`config.mk`:
```
export PLATFORM = sky130hd
export DESIGN_NAME = bcrc_top
export DESIGN_NICKNAME = d
export VERILOG_FILES = /design/src/rtl/bcrc_pkg.sv /design/src/rtl/bcrc_stream_if.sv /design/src/rtl/bcrc_buf.sv /design/src/rtl/bcrc_top.sv
export SDC_FILE = /design/constraint.sdc
export NUM_CORES = 1
export LEC_CHECK = 0
export BUFFER_PORTS_ARGS = -buffer_cell sky130_fd_sc_hd__buf_2
export CAP_MARGIN = 20
export CORE_ASPECT_RATIO = 1.4
export CORE_MARGIN = 2
export CORE_UTILIZATION = 43
export CTS_CLUSTER_DIAMETER = 30
export CTS_CLUSTER_SIZE = 14
export DETAILED_ROUTE_END_ITERATION = 6
export GPL_TIMING_DRIVEN = 0
export PLACE_DENSITY_LB_ADDON = 0.3
export SYNTH_ARGS = -nofsm -noshare
export SYNTH_HDL_FRONTEND = slang
export SYNTH_SLANG_ARGS = --single-unit
```
`constraint.sdc`:
```
create_clock -name mclk_i -period 6 [get_ports mclk_i]
set_input_delay 0.3 -clock mclk_i [delete_from_list [all_inputs] [get_ports mclk_i]]
set_output_delay 0.3 -clock mclk_i [all_outputs]
set_load 0.1 [all_outputs]
```
`src/rtl/bcrc_pkg.sv`:
```
// Package: register map, reset values and constants of the byte-serial CRC-16 generator
package bcrc_pkg;
    // Register byte offsets on the AHB-Lite bus
    localparam logic [3:0] BCRC_OFS_POLYNOMIAL_SELECT_CONTROL = 4'h0;
    localparam logic [3:0] BCRC_OFS_BYTE_INPUT = 4'h4;
    localparam logic [3:0] BCRC_OFS_SUM_LOW = 4'h8;
    localparam logic [3:0] BCRC_OFS_SUM_HIGH = 4'hC;
    // Field positions
    localparam int BCRC_POLYNOMIAL_SELECT_SELECT_BIT = 0;
    // Values after reset
    localparam logic BCRC_POLYNOMIAL_SELECT_SELECT_RST = 1'b0;
    localparam logic [7:0] BCRC_BYTE_INPUT_RST = 8'h00;
    localparam logic [15:0] BCRC_SUM_RST = 16'h0000;
    // Feedback constants of the two selectable generators
    localparam logic [15:0] BCRC_POLYNOMIAL_SELECT_CCITT = 16'h1021;
    localparam logic [15:0] BCRC_POLYNOMIAL_SELECT_CRC16 = 16'h8005;
    // Bit steps per input byte
    localparam int BCRC_BITS_PER_BYTE = 8;
    // Depth of the byte buffer in front of the engine
    localparam int BCRC_BUF_DEPTH = 2;
    // AHB transfer type with a valid transfer
    localparam logic [1:0] BCRC_HTRANS_NONSEQ = 2'h2;
    // Bus data-phase states
    typedef enum logic [1:0] {PH_IDLE, PH_WRITE, PH_READ, PH_RESP} bcrc_phase_type;
endpackage : bcrc_pkg

```
`src/rtl/bcrc_stream_if.sv`:
```
// Interface: valid/ready byte stream between the bus front end, the buffer and the engine
`timescale 1ns/1ns
interface bcrc_stream_if #(parameter int WIDTH = 8);
    logic valid;
    logic ready;
    logic [WIDTH-1:0] data;
    modport src (output valid, output data, input ready);
    modport snk (input valid, input data, output ready);
endinterface : bcrc_stream_if

```
`src/rtl/bcrc_buf.sv`:
```
// Module: small FIFO with valid/ready on both sides
`timescale 1ns/1ns
module bcrc_buf #(
    parameter int WIDTH = 8,
    parameter int DEPTH = 2
) (
    input wire logic mclk_i,
    input wire logic reset_i,
    bcrc_stream_if.snk in_if,
    bcrc_stream_if.src out_if,
    output logic empty_o
);
    localparam int PW = (DEPTH > 1) ? $clog2(DEPTH) : 1;

    typedef struct packed {
        logic [DEPTH-1:0][WIDTH-1:0] mem;
        logic [PW-1:0] wr_ptr;
        logic [PW-1:0] rd_ptr;
        logic [PW:0] count;
    } bcrc_buf_state_type;

    bcrc_buf_state_type st_ff;
    bcrc_buf_state_type nxt_st;
    logic push;
    logic pop;

    // Flags come straight from the count, so full and empty are exact
    assign in_if.ready = st_ff.count != (PW+1)'(DEPTH);
    assign out_if.valid = st_ff.count != '0;
    assign out_if.data = st_ff.mem[st_ff.rd_ptr];
    assign empty_o = st_ff.count == '0;
    assign push = in_if.valid && in_if.ready;
    assign pop = out_if.valid && out_if.ready;

    // Pointer wrap is explicit so any depth works, not only powers of two
    always_comb begin
        nxt_st = st_ff;
        if (push) begin
            nxt_st.mem[st_ff.wr_ptr] = in_if.data;
            nxt_st.wr_ptr = (st_ff.wr_ptr == PW'(DEPTH - 1)) ? '0 : st_ff.wr_ptr + 1'b1;
        end
        if (pop) begin
            nxt_st.rd_ptr = (st_ff.rd_ptr == PW'(DEPTH - 1)) ? '0 : st_ff.rd_ptr + 1'b1;
        end
        if (push && !pop) begin
            nxt_st.count = st_ff.count + 1'b1;
        end else if (pop && !push) begin
            nxt_st.count = st_ff.count - 1'b1;
        end
    end

    // State register
    always_ff @(posedge mclk_i) begin
        if (reset_i) begin
            st_ff <= '0;
        end else begin
            st_ff <= nxt_st;
        end
    end
endmodule : bcrc_buf

```
`src/rtl/bcrc_top.sv`:
```
// Module: byte-serial CRC-16 generator with an AHB-Lite register slave
//
// Summary of operation
// - Polynomial select bit: 0 picks CRC-CCITT, 1 picks CRC-16; resets to 0.
// - Feedback constant is 8005H for CRC-16 and 1021H for CRC-CCITT.
// - Each byte input write folds the byte into the checksum and stores it back.
// - One byte update completes in one cycle; next access sees the new checksum.
// - Each update starts by XOR of the byte into the checksum high byte.
// - Each bit step shifts the temporary value left one, zero into the LSB.
// - If the pre-shift MSB is 0 keep it, else XOR with the polynomial constant.
// - Eight steps per byte; the last result becomes the new checksum.
// - Only the two fixed polynomials exist; no programmable polynomial.
// - Checksum high byte and low byte registers, both readable and writable.
// - Byte input register is 8-bit read/write, resets to zero.
// - Control bits seven to one are unimplemented and read as zero.
//
// Added by the designer: the AHB-Lite register port and the placing of the registers.
`timescale 1ns/1ns
module bcrc_top
    import bcrc_pkg::*;
(
    input wire logic mclk_i,
    input wire logic reset_i,
    input wire logic hsel_i,
    input wire logic [31:0] haddr_i,
    input wire logic [1:0] htrans_i,
    input wire logic hwrite_i,
    input wire logic [2:0] hsize_i,
    input wire logic [31:0] hwdata_i,
    input wire logic hready_i,
    output logic hreadyout_o,
    output logic [31:0] hrdata_o,
    output logic hresp_o
);

    typedef struct packed {
        bcrc_phase_type phase;
        logic [3:0] dp_ofs;
        logic dp_map;
        logic polynomial_select_sel;
        logic [7:0] in_byte;
        logic [15:0] sum;
        logic [31:0] rdata;
    } bcrc_state_type;

    bcrc_state_type st_ff;
    bcrc_state_type nxt_st;

    bcrc_stream_if #(.WIDTH(8)) push_if ();
    bcrc_stream_if #(.WIDTH(8)) pop_if ();

    logic buf_empty;
    logic accept;
    logic wr_done;
    logic sum_wr;
    logic eng_ready;
    logic eng_pop;
    logic [15:0] polynomial_select_const;
    logic [31:0] read_mux;

    // One byte through all bit steps, unrolled into one cycle of logic
    function automatic logic [15:0] crc_next(input logic [15:0] sum, input logic [7:0] din,
                                             input logic [15:0] polynomial_select);
        logic [15:0] tmp;
        logic msb;
        tmp = sum ^ {din, 8'h00};
        for (int i = 0; i < BCRC_BITS_PER_BYTE; i++) begin
            msb = tmp[15];
            tmp = {tmp[14:0], 1'b0};
            if (msb) begin
                tmp = tmp ^ polynomial_select;
            end
        end
        return tmp;
    endfunction : crc_next

    // Only two fixed constants; nothing in the map can load another
    assign polynomial_select_const = st_ff.polynomial_select_sel ? BCRC_POLYNOMIAL_SELECT_CRC16 : BCRC_POLYNOMIAL_SELECT_CCITT;

    // Byte buffer between the bus and the engine
    bcrc_buf #(
        .WIDTH(8),
        .DEPTH(BCRC_BUF_DEPTH)
    ) u_buf (
        .mclk_i(mclk_i),
        .reset_i(reset_i),
        .in_if(push_if),
        .out_if(pop_if),
        .empty_o(buf_empty)
    );

    // Address phase decode; only word-aligned low offsets are mapped
    assign accept = hsel_i && hready_i && (htrans_i == BCRC_HTRANS_NONSEQ);

    // Read data multiplexer; unimplemented and upper bits read as zero
    always_comb begin
        read_mux = 32'h0000_0000;
        if (st_ff.dp_map) begin
            unique case (st_ff.dp_ofs)
                BCRC_OFS_POLYNOMIAL_SELECT_CONTROL: read_mux[BCRC_POLYNOMIAL_SELECT_SELECT_BIT] = st_ff.polynomial_select_sel;
                BCRC_OFS_BYTE_INPUT: read_mux[7:0] = st_ff.in_byte;
                BCRC_OFS_SUM_LOW: read_mux[7:0] = st_ff.sum[7:0];
                BCRC_OFS_SUM_HIGH: read_mux[7:0] = st_ff.sum[15:8];
                default: read_mux = 32'h0000_0000;
            endcase
        end
    end

    // Handshake terms of the data phase
    // Writes to control or checksum wait for the buffer to drain, so they never
    // overtake a byte that software wrote earlier
    always_comb begin
        push_if.valid = 1'b0;
        push_if.data = hwdata_i[7:0];
        hreadyout_o = 1'b1;
        sum_wr = 1'b0;
        unique case (st_ff.phase)
            PH_IDLE: hreadyout_o = 1'b1;
            PH_WRITE: begin
                if (st_ff.dp_map && st_ff.dp_ofs == BCRC_OFS_BYTE_INPUT) begin
                    push_if.valid = 1'b1;
                    hreadyout_o = push_if.ready;
                end else begin
                    hreadyout_o = buf_empty;
                    sum_wr = buf_empty && st_ff.dp_map &&
                             (st_ff.dp_ofs == BCRC_OFS_SUM_LOW || st_ff.dp_ofs == BCRC_OFS_SUM_HIGH);
                end
            end
            PH_READ: hreadyout_o = 1'b0;
            PH_RESP: hreadyout_o = 1'b1;
        endcase
    end

    assign wr_done = (st_ff.phase == PH_WRITE) && hreadyout_o;

    // Engine drains the buffer unless software is replacing the checksum
    assign eng_ready = !sum_wr;
    assign pop_if.ready = eng_ready;
    assign eng_pop = pop_if.valid && eng_ready;

    // Next-state logic for the whole block
    always_comb begin
        nxt_st = st_ff;
        // Engine: one buffered byte per cycle
        if (eng_pop) begin
            nxt_st.sum = crc_next(st_ff.sum, pop_if.data, polynomial_select_const);
        end
        // Data-phase write lands
        if (wr_done && st_ff.dp_map) begin
            unique case (st_ff.dp_ofs)
                BCRC_OFS_POLYNOMIAL_SELECT_CONTROL: nxt_st.polynomial_select_sel = hwdata_i[BCRC_POLYNOMIAL_SELECT_SELECT_BIT];
                BCRC_OFS_BYTE_INPUT: nxt_st.in_byte = hwdata_i[7:0];
                BCRC_OFS_SUM_LOW: nxt_st.sum[7:0] = hwdata_i[7:0];
                BCRC_OFS_SUM_HIGH: nxt_st.sum[15:8] = hwdata_i[7:0];
                default: nxt_st.sum = nxt_st.sum;
            endcase
        end
        // Reads wait until no byte is in flight, then sample without side effect
        if (st_ff.phase == PH_READ && buf_empty) begin
            nxt_st.rdata = read_mux;
            nxt_st.phase = PH_RESP;
        end
        // Address phase accepted when our previous data phase ends
        if (hreadyout_o) begin
            if (accept) begin
                nxt_st.phase = hwrite_i ? PH_WRITE : PH_READ;
                nxt_st.dp_ofs = haddr_i[3:0];
                nxt_st.dp_map = (haddr_i[31:4] == 28'h000_0000) && (haddr_i[1:0] == 2'b00);
            end else begin
                nxt_st.phase = PH_IDLE;
            end
        end
    end

    // State register with documented reset values
    always_ff @(posedge mclk_i) begin
        if (reset_i) begin
            st_ff.phase <= PH_IDLE;
            st_ff.dp_ofs <= 4'h0;
            st_ff.dp_map <= 1'b0;
            st_ff.polynomial_select_sel <= BCRC_POLYNOMIAL_SELECT_SELECT_RST;
            st_ff.in_byte <= BCRC_BYTE_INPUT_RST;
            st_ff.sum <= BCRC_SUM_RST;
            st_ff.rdata <= 32'h0000_0000;
        end else begin
            st_ff <= nxt_st;
        end
    end

    // Read data from a flop; the response is always OKAY
    assign hrdata_o = st_ff.rdata;
    assign hresp_o = 1'b0;

    logic rd_ctrl_resp;
    assign rd_ctrl_resp = st_ff.phase == PH_RESP && st_ff.dp_map && st_ff.dp_ofs == BCRC_OFS_POLYNOMIAL_SELECT_CONTROL;

    // Data-phase decodes shared by the checks; a read samples once the buffer is empty
    logic dp_ctrl;
    logic dp_input;
    logic dp_low;
    logic dp_high;
    logic rd_sample;
    assign dp_ctrl = st_ff.dp_map && st_ff.dp_ofs == BCRC_OFS_POLYNOMIAL_SELECT_CONTROL;
    assign dp_input = st_ff.dp_map && st_ff.dp_ofs == BCRC_OFS_BYTE_INPUT;
    assign dp_low = st_ff.dp_map && st_ff.dp_ofs == BCRC_OFS_SUM_LOW;
    assign dp_high = st_ff.dp_map && st_ff.dp_ofs == BCRC_OFS_SUM_HIGH;
    assign rd_sample = st_ff.phase == PH_READ && buf_empty;
endmodule : bcrc_top

```
### Word-level counts from Yosys, hierarchy flattened

Cells that the tools add are included.
W data, S select, Z words.

| storage, ports and cells | value |
|---|---|
| register bits | 84 |
| input port bits | 74 |
| output and inout bits | 34 |
| word-level logic and storage cells | 109 |

| cells by class | value |
|---|---|
| $add $sub $neg | 4 |
| magnitude comparators | 3 |
| eq/ne operators | 8 |
| muxes and demuxes | 43 |
| bitwise gates (word level) | 9 |
| reduce and logical (&&, ||, !) cells | 30 |

Operators with widths:

| kind | number |
|---|---|
| $mux W16 | 18 |
| $xor A16 B16 Y16 | 9 |
| $mux W8 | 6 |
| $logic_not A28 Y1 | 1 |
| $pmux W7 S3 | 1 |
| $bwmux W16 | 1 |
| $logic_and A1 B1 Y1 | 14 |
| $mux W2 | 5 |
| $demux W8 S1 | 1 |
| $eq A4 B4 Y1 const B | 2 |
| $mux W1 | 7 |
| $mux W7 | 1 |
| $eq A2 B2 Y1 const B | 3 |
| $logic_not A2 Y1 | 3 |
| $reduce_and A2 Y1 | 3 |
| $reduce_bool A2 Y1 | 3 |
| $mux W5 | 1 |
| $eq A4 B3 Y1 const B | 1 |
| $logic_not A4 Y1 | 1 |
| $lt A1 B2 Y1 const B | 2 |
| $pmux W1 S4 | 1 |
| $logic_not A1 Y1 | 3 |
| $pmux W1 S3 | 1 |
| $add A1 B1 Y1 const B | 2 |
| 7 further kinds | 7 |

### Longest topological paths before layout

Gate-level depths: netlist of the first run.

| logic depth | value |
|---|---|
| depth in word-level cells | 31 |
| gate-level depth with buffers | 10 |
| gate-level depth less buffers | 8 |

### Cells and area by module

A second synthesis of the first run with hierarchy kept.

| second synthesis, totals | value |
|---|---|
| cells, all modules | 444 |
| area total of the unflattened synthesis | 3832.4 sq um |

Modules (own cells, without submodules):

| module | instances | cells an instance | area an instance (sq um) | sequential area each (sq um) |
|---|---|---|---|---|
| bcrc_top | 1 | 342 | 2857.7 | 800.8 |
| bcrc_buf | 1 | 102 | 974.7 | 400.4 |

### Least setup slack after synthesis of the first run

Ideal clock, no wire load.

| timing | value |
|---|---|
| path type | register to register |
| start | register st_ff[60] in the netlist's numbering |
| end | register st_ff[57] in the netlist's numbering |
| library setup time | 0.065 ns |
| data arrival time | 3.545 ns |
| required time | 5.935 ns |
| path slack | 2.390 ns |
| stages on the path, launching flop included | 9 |
| path buffers | 1 |
| clock period less this slack | 3.610 ns |
| path through | dfxtp_1 -> clkbuf_1 -> nor2b_1 -> a31oi_1 -> a21oi_1 -> nand2_1 -> nor3_1 -> a21oi_1 -> nor2_1 |

| on the way | value |
|---|---|
| word-level cells in the longest chain between the ends | 5 |

RTL lines:

| element | RTL line | text |
|---|---|---|
| from (decl) | bcrc_top.sv:46 | `bcrc_state_type st_ff;` |
| from (signal assigned) | bcrc_top.sv:186 | `st_ff <= nxt_st;` |
| $eq A4 B3 Y1 | bcrc_top.sv:120 | `if (st_ff.dp_map && st_ff.dp_ofs == BCRC_OFS_BYTE_INPUT) begin` |
| $logic_and A1 B1 Y1 | - |  |
| $mux W1 | bcrc_top.sv:120 |  |
| $pmux W1 S3 | bcrc_top.sv:117 | `unique case (st_ff.phase)` |
| net hreadyout_o | bcrc_top.sv:31 | `output logic hreadyout_o,` |
| $reduce_and A2 Y1 (no line) | - |  |

The timed path passes the listed nets, and every way through them passes these cells.
A chain may end at the register's enable or synchronous reset.

### Worst setup path in the final report of the first run

| timing | value |
|---|---|
| start | register st_ff[57] in the netlist's numbering |
| end | register u_buf.st_ff[1] in the netlist's numbering |

| on the way | value |
|---|---|
| elaborated cells between the ends (all ways) | 16 |
| classes of those cells | 5 x mux; 11 x reduce/logical |

RTL lines:

| element | RTL line | text |
|---|---|---|
| $logic_and A1 B1 Y1 (*) | - |  |
| $mux W1 (*) | bcrc_top.sv:120 |  |
| $mux W1 (*) | bcrc_top.sv:117 |  |
| $logic_and A1 B1 Y1 (*) | bcrc_buf.sv:32 | `assign push = in_if.valid && in_if.ready;` |
| net u_buf.push | bcrc_buf.sv:24 | `logic push;` |
| $logic_not A1 Y1 | bcrc_buf.sv:47 | `end else if (pop && !push) begin` |
| $logic_and A1 B1 Y1 | bcrc_buf.sv:47 |  |
| $reduce_bool A2 Y1 (no line) | - |  |
| to (signal assigned) | bcrc_buf.sv:57 | `st_ff <= nxt_st;` |
| to (decl) | bcrc_buf.sv:22 | `bcrc_buf_state_type st_ff;` |

Mark *: on every way through the listed nets, which the timed path passes. The rest lies on a longest branch.

==> run metrics, run 1 <==
status complete, no violations; Top-Level Pins 108; post-place setup slack 2.718 ns; Slowest-stage cell, CP nor3b_1; core footprint 0.008100 mm2; Worst Skew 0.003128 ns; initial antenna violation count 0; Final Cell Area 0.004297 mm2; CP Launch Type flop; worst hold margin between 0.2 and 0.25 ns; Min-Delay Path Class in -> reg; r2r startpoint st_ff[57]; Remaining DRCs 0; Filler cells roughly 800; CTS Buf Count 9; Total Nets Final roughly 610; Worst path max stage delay 0.65 ns; hpwl dp 7.383 mm; clock sink count 60; Die Wd 80.93 um; slew margin rel. 41.22%; clock buffer depth 2; ant diodes 0; hold-fix buffers at CTS 0; register area 0.001201 mm2; FF-to-FF path depth 7; Root Buffer clkbuf_16; Max Clk Rate 297.9 MHz; Initial Utilization 43.98%; critical-path cell list nor3b_1, o2111ai_1, clkinv_1, clkbuf_1, ha_1, or3_1, a21oi_1; final setup vio count 0; reg-to-reg setup timing slack 2.64 ns; hold depth 3; count of cell types in the netlist 47; Final Hold Vio Count 0; DR pass1 iterations 5; leakage power 1.763 nW; DR WL/cell 15.52 um; largest net degree at the start of global routing 11; RSZ-0062 raised after global routing no; power density over cell area 450.6 mW/mm2; ys async rst share 0%; first-pass GRT wire length around 16 mm; grt total ovfl 0; crit path kind reg -> reg; reg2reg end u_buf.st_ff[1]; Max H-tree Level 3; port bufs 54; ANT nets after route 0; worst-margin pin slew 0.8808 ns; DR iter-0 viols 276; Final Util 53.04%; max_cap viols 0; Syn Inst Count 442; hold path endpoint st_ff[60]; gr usage total a little under a quarter; FP Rows 39; post-CTS resize count 0; Seq/Total Area, Yosys 33.72%; Post-synth EDFFs 0; area post-placement roughly 0.004 mm2; DR vias/cell ~5.3; postcts setup bufs 0; HP Start haddr_i[2]; Worst-Skew Late Latency 0.33 ns; layout cells sized above 1 22.18%; dpl cells 622; Slew Viols, Final 0; Post-Syn Area 0.003562 mm2; largest area contributor in the netlist dfxtp_1; Synth-to-Final Area Change 20.62%; worst-path maximum fanout 10; CTS tree built; Max rail drop VDD 0.3311 mV; CP Data Arrival Time 3.61 ns; Required @ worst endpoint 6.25 ns; CP Capture Type flop; multi-input logic area 0.002074 mm2; die height about 110 um; Final Critical Period 3.356 ns; setup TNS 0 ns; Yosys warning count 0; vias in the first global route between 3000 and 4000; fin crit share 55.94%; Syn Area/Cell between 8 and 9 um2; GPL Wtd Cong approximately 0.93; Primary FF master, synth dfxtp_1; top cells by area, synth dfxtp_1 34%, nand2_1 7.1%, buf_4 7.0%, a21oi_1 6.3%, nor2_1 4.4%; fin worst setup slack 2.644 ns; Seq cells post-synth 60; Synth top area share 33.72%; Tot Pwr 1.936 mW; Worst-path clk slew 0.05 ns; vias post-DR 3362; Die Area 0.009039 mm2; Non-Filler Instances 634; final WL 9.841 mm
[sequential cells by signal, summed over array words and instances, names as in the netlist]
register     cells
st_ff           32
u_buf.st_ff     20
hrdata_o         8
[layout by cell type, fill, tap and decap left out, types with 5 or more instances in the layout]
| cell type | n |
|---|---|
| mux2_2 | 7 |
| xnor2_1 | 18 |
| a22oi_1 | 7 |
| buf_2 | 55 |
| clkbuf_16 | 9 |
| nor2_1 | 42 |
| dfxtp_1 | 60 |
| buf_4 | 33 |
| nor4_1 | 7 |
| a211oi_1 | 8 |
| xnor2_2 | 5 |
| nand3_1 | 17 |
| a21oi_1 | 45 |
| o21ai_0 | 26 |
| nand2_1 | 67 |
| conb_1 | 25 |
| mux2i_1 | 12 |
| xor2_1 | 11 |
| clkbuf_1 | 24 |
[power breakdown]
part | leakage (nW) | internal (mW) | total [mW] | switching (mW)
clock | 0.120 | 0.280 | 0.441 | 0.161
combinational | 1.16 | 0.408 | 0.969 | 0.561
sequential | 0.487 | 0.462 | 0.526 | 0.0635
total | 1.76 | 1.15 | 1.94 | 0.786
[layer usage]
metal	routed length [um]	up-vias	GRT usage, %
met5	0	-	0
met4	502	0	15.25
met3	577	26	4.133
met2	4779	140	36.75
met1	3981	1567	26.47
li1	-	1629	-
[kinds of logic after synthesis]
| family | synth area share, % |
|---|---|
| buffers and inverters | 10.57 |
| and+or+nand+nor | 18.86 |
| xor gates and xnor gates | 12.68 |
| other | 0.1053 |
| adders and majority gates | 1.054 |
| DFF | 33.72 |
| muxes | 6.990 |
| AOI/OAI and AO/OA | 16.02 |
[synth_stat cells (3+ instances only)]
master,n
a211oi_1,8
a21oi_1,45
a22oi_1,7
a311oi_1,3
and2_1,3
buf_4,33
clkbuf_1,22
dfxtp_1,60
ha_1,3
inv_1,4
mux2_2,7
mux2i_1,12
nand2_1,67
nand3_1,17
nor2_1,42
nor3_1,3
nor4_1,7
o21ai_0,26
or3_1,4
xnor2_1,18
xnor2_2,5
xnor3_1,3
xor2_1,11
[area by class of cell]
class	count	area share, %
buffer	59	8.241
clock buffer	12	5.737
inverter	6	0.5242
multi-input combinational	341	48.28
sequential	60	27.96
tap	102	2.970
timing repair buffer	54	6.290
[worst max-delay path by stage]
stage	from	to	slack, ns
after floorplan	st_ff[60]	st_ff[57]	2.39
after global placement	st_ff[57]	u_buf.st_ff[1]	2.74
after detailed placement	st_ff[57]	u_buf.st_ff[1]	2.72
after CTS	st_ff[57]	u_buf.st_ff[1]	2.69
after global routing	st_ff[60]	u_buf.st_ff[1]	2.39
final	st_ff[57]	u_buf.st_ff[1]	2.64
[worst max-delay path: cells and delay by family (launching register included)]
kind                     cells  cell delay (ns)
AO/OA/AOI/OAI                2             0.77
adder cells (fa/ha/maj)      1             0.36
buffers and inverters        2             0.81
flip-flops                   1             0.32
AND/OR/NAND/NOR              2             1.02
Note: power is estimated with default switching activity, not from simulation.
==> run 2: changes to the inputs <==
--- a/config.mk
+++ b/config.mk
@@ -5,6 +5,7 @@
 export SDC_FILE = /design/constraint.sdc
 export NUM_CORES = 1
 export LEC_CHECK = 0
+export ABC_AREA = 1
 export BUFFER_PORTS_ARGS = -buffer_cell sky130_fd_sc_hd__buf_2
 export CAP_MARGIN = 20
 export CORE_ASPECT_RATIO = 1.4
==> constraint.sdc (replaced) <==
create_clock -name mclk_i -period 3.18 [get_ports mclk_i]
set_input_delay 0.159 -clock mclk_i [delete_from_list [all_inputs] [get_ports mclk_i]]
set_output_delay 0.159 -clock mclk_i [all_outputs]
set_load 0.1 [all_outputs]
==> run metrics, run 2 <==
Synth top area share 31.56%; Reg with most FFs st_ff; Syn Area/Cell 6.858 um2; Initial Utilization 44.22%; Seq cells post-synth 60; Max Clk Rate 380.1 MHz; leakage power roughly 2.0 nW; GPL Wtd Cong 0.9542; CTS tree built; ys async rst share 0%; worst-path maximum fanout 8; Tot Pwr ~3.9 mW; DR WL/cell 14.73 um; hold-fix buffers at CTS 0; largest net degree at the start of global routing 11; Max rail drop VDD about 0.55 mV; commonest non-fill, non-tap cell in the layout nand2_1; vias post-DR 3961; final setup vio count 0; hpwl dp approximately 8.9 mm; setup TNS 0 ns; Filler cells 872; Remaining DRCs 0; final WL 11.12 mm; Worst path max stage delay approximately 0.45 ns; CP Capture Type primary output; first-pass GRT wire length between 15 and 20 mm; RSZ-0062 raised after global routing no; Yosys warning count 0; CP Data Arrival Time 2.47 ns; Top-Level Pins 108; Final Hold Vio Count 0; crit path kind reg -> out; core footprint 0.008608 mm2; max_cap viols 0; most frequent cells after synthesis 108 x nand2_1, 60 x dfxtp_1, 60 x o21ai_0; number of flip-flops in the largest register 32; CP Launch Type flop; grt total ovfl 0; power density over cell area 838.4 mW/mm2; Required @ worst endpoint 3.02 ns; CP top delay family buffers and inverters; die height approximately 120 um; Worst-Skew Late Latency 0.33 ns; ANT nets after route 0; Syn Inst Count ~560; Worst-path clk slew 0.05 ns; ant diodes 0; Die Wd 83.52 um; post-CTS resize count 0; slew margin rel. 30.50%; Slowest-stage cell, CP buf_2; count of cell types in the netlist 46; Worst Path Buf+Inv 4; Primary FF master, synth dfxtp_1; Synth-to-Final Area Change 20.81%; Total Nets Final approximately 720; postcts setup bufs 0; most frequent cells in the layout 108 x nand2_1, 60 x o21ai_0, 60 x dfxtp_1; clock sink count 60; FP Rows 40; port bufs 54; worst-margin pin slew a little over 1 ns; Min-Delay Path Class in -> reg; DR vias/cell ~5.2; Post-Syn Area around 0.0038 mm2; most frequent cell after synthesis nand2_1; Seq/Total Area, Yosys 31.56%; layout cells sized above 1 22.92%; top cells by area, synth dfxtp_1 32%, nand2_1 11%, o21ai_0 7.9%, buf_4 6.9%, inv_1 5.5%; DR pass1 iterations 5; Post-synth EDFFs 0; status complete, no violations; fin crit share 82.73%; Final Critical Period between 2 and 3 ns; Worst Skew 0.004672 ns; DR iter-0 viols about 290; critical-path cell list inv_1, nor3_4, inv_1, o311ai_2, o21ai_0, inv_1, buf_2; Die Area around 0.0096 mm2; Slew Viols, Final 0; clock buffer depth 2; gr usage total 23.42%; vias in the first global route 3749; most used cell, CP inv_1; largest area contributor in the netlist dfxtp_1; initial antenna violation count 0; Max H-tree Level 3; CTS Buf Count 9; Root Buffer clkbuf_16
-- run 2: cell types whose count changed in the layout (fill, tap and decap cells not counted), moves of 8 or more --
cell | previous run | this run
nand2_1 | 67 | 108
a31oi_1 | 1 | 12
mux2i_1 | 12 | 0
inv_1 | 4 | 56
nand3_2 | 0 | 9
o21ai_0 | 26 | 60
nand3_1 | 17 | 40
xnor2_1 | 18 | 2
clkbuf_1 | 24 | 11
a211oi_1 | 8 | 0
nand2_2 | 0 | 11
-- run 2: tightest hold or removal path, stage by stage --
cell	delay, ns
buf_2	0.09
a21oi_1	0.06
nor2_1	0.09
-- run 2: final timing paths --
path,startpoint,end,slack (ns),cells past startpoint
setup / recovery,st_ff[60],hreadyout_o,0.55,7
hold / removal,hwrite_i,st_ff[62],0.1,3
setup reg to reg,u_buf.st_ff[2],st_ff[44],0.55,12
hold reg to reg,st_ff[48],st_ff[48],0.46,2
-- run 2: metal layers --
layer	GRT usage [%]	part of all wire, %	up-vias
li1	-	-	1969
met5	0	0	-
met1	24.21	38	1792
met3	3.087	5.3	37
met2	44.62	52	163
met4	14.52	5.2	0
-- run 2: final cells by class --
cell class | instances | area (um2) | share of cell area [%]
Clock inverter | 4 | 48.80 | 1.061
Tap cell | 105 | 131.4 | 2.857
Buffer | 52 | 354.1 | 7.701
Inverter | 60 | 227.7 | 4.952
Multi-Input combinational cell | 407 | 2113 | 45.96
Timing Repair Buffer | 55 | 275.3 | 5.986
Sequential cell | 60 | 1201 | 26.12
Clock buffer | 12 | 246.5 | 5.361
-- run 2: metrics by stage --
step | hold slack [ns] | cell area, um2 | std cells | util, % | setup WS (ns)
finish | 0.09794 | 4598 | 755 | 53.42 | 0.5492
CTS | 0.09913 | 4593 | 754 | 53.36 | 0.5596
detailed placement | 0.4380 | 4298 | 738 | 49.93 | 0.6617
floorplan | 0.2939 | 3896 | 579 | - | 0.6209
global route | 0.1258 | 4598 | 755 | 53.42 | 0.3545
global placement | 0.4192 | 4298 | 738 | 49.93 | 0.7089
-- run 2: kinds of logic (layout without fill, tap and decap cells) --
| family | count (synthesis) | after routing | share of synthesized area (%) |
|---|---|---|---|
| adder cells (fa/ha/maj) | 3 | 3 | 0.9863 |
| AND/OR/NAND/NOR | 233 | 233 | 28.47 |
| AO/OA/AOI/OAI | 134 | 134 | 20.25 |
| XOR/XNOR | 12 | 12 | 3.353 |
| buffers and inverters | 112 | 183 | 15.29 |
| other | 1 | 25 | 0.09852 |
| flip-flops | 60 | 60 | 31.56 |
-- run 2: report_power, final --
part	internal (mW)	switching, mW
Clock	0.626	0.342
Combinational	0.606	1.32
Sequential	0.866	0.0927
Total	2.10	1.76
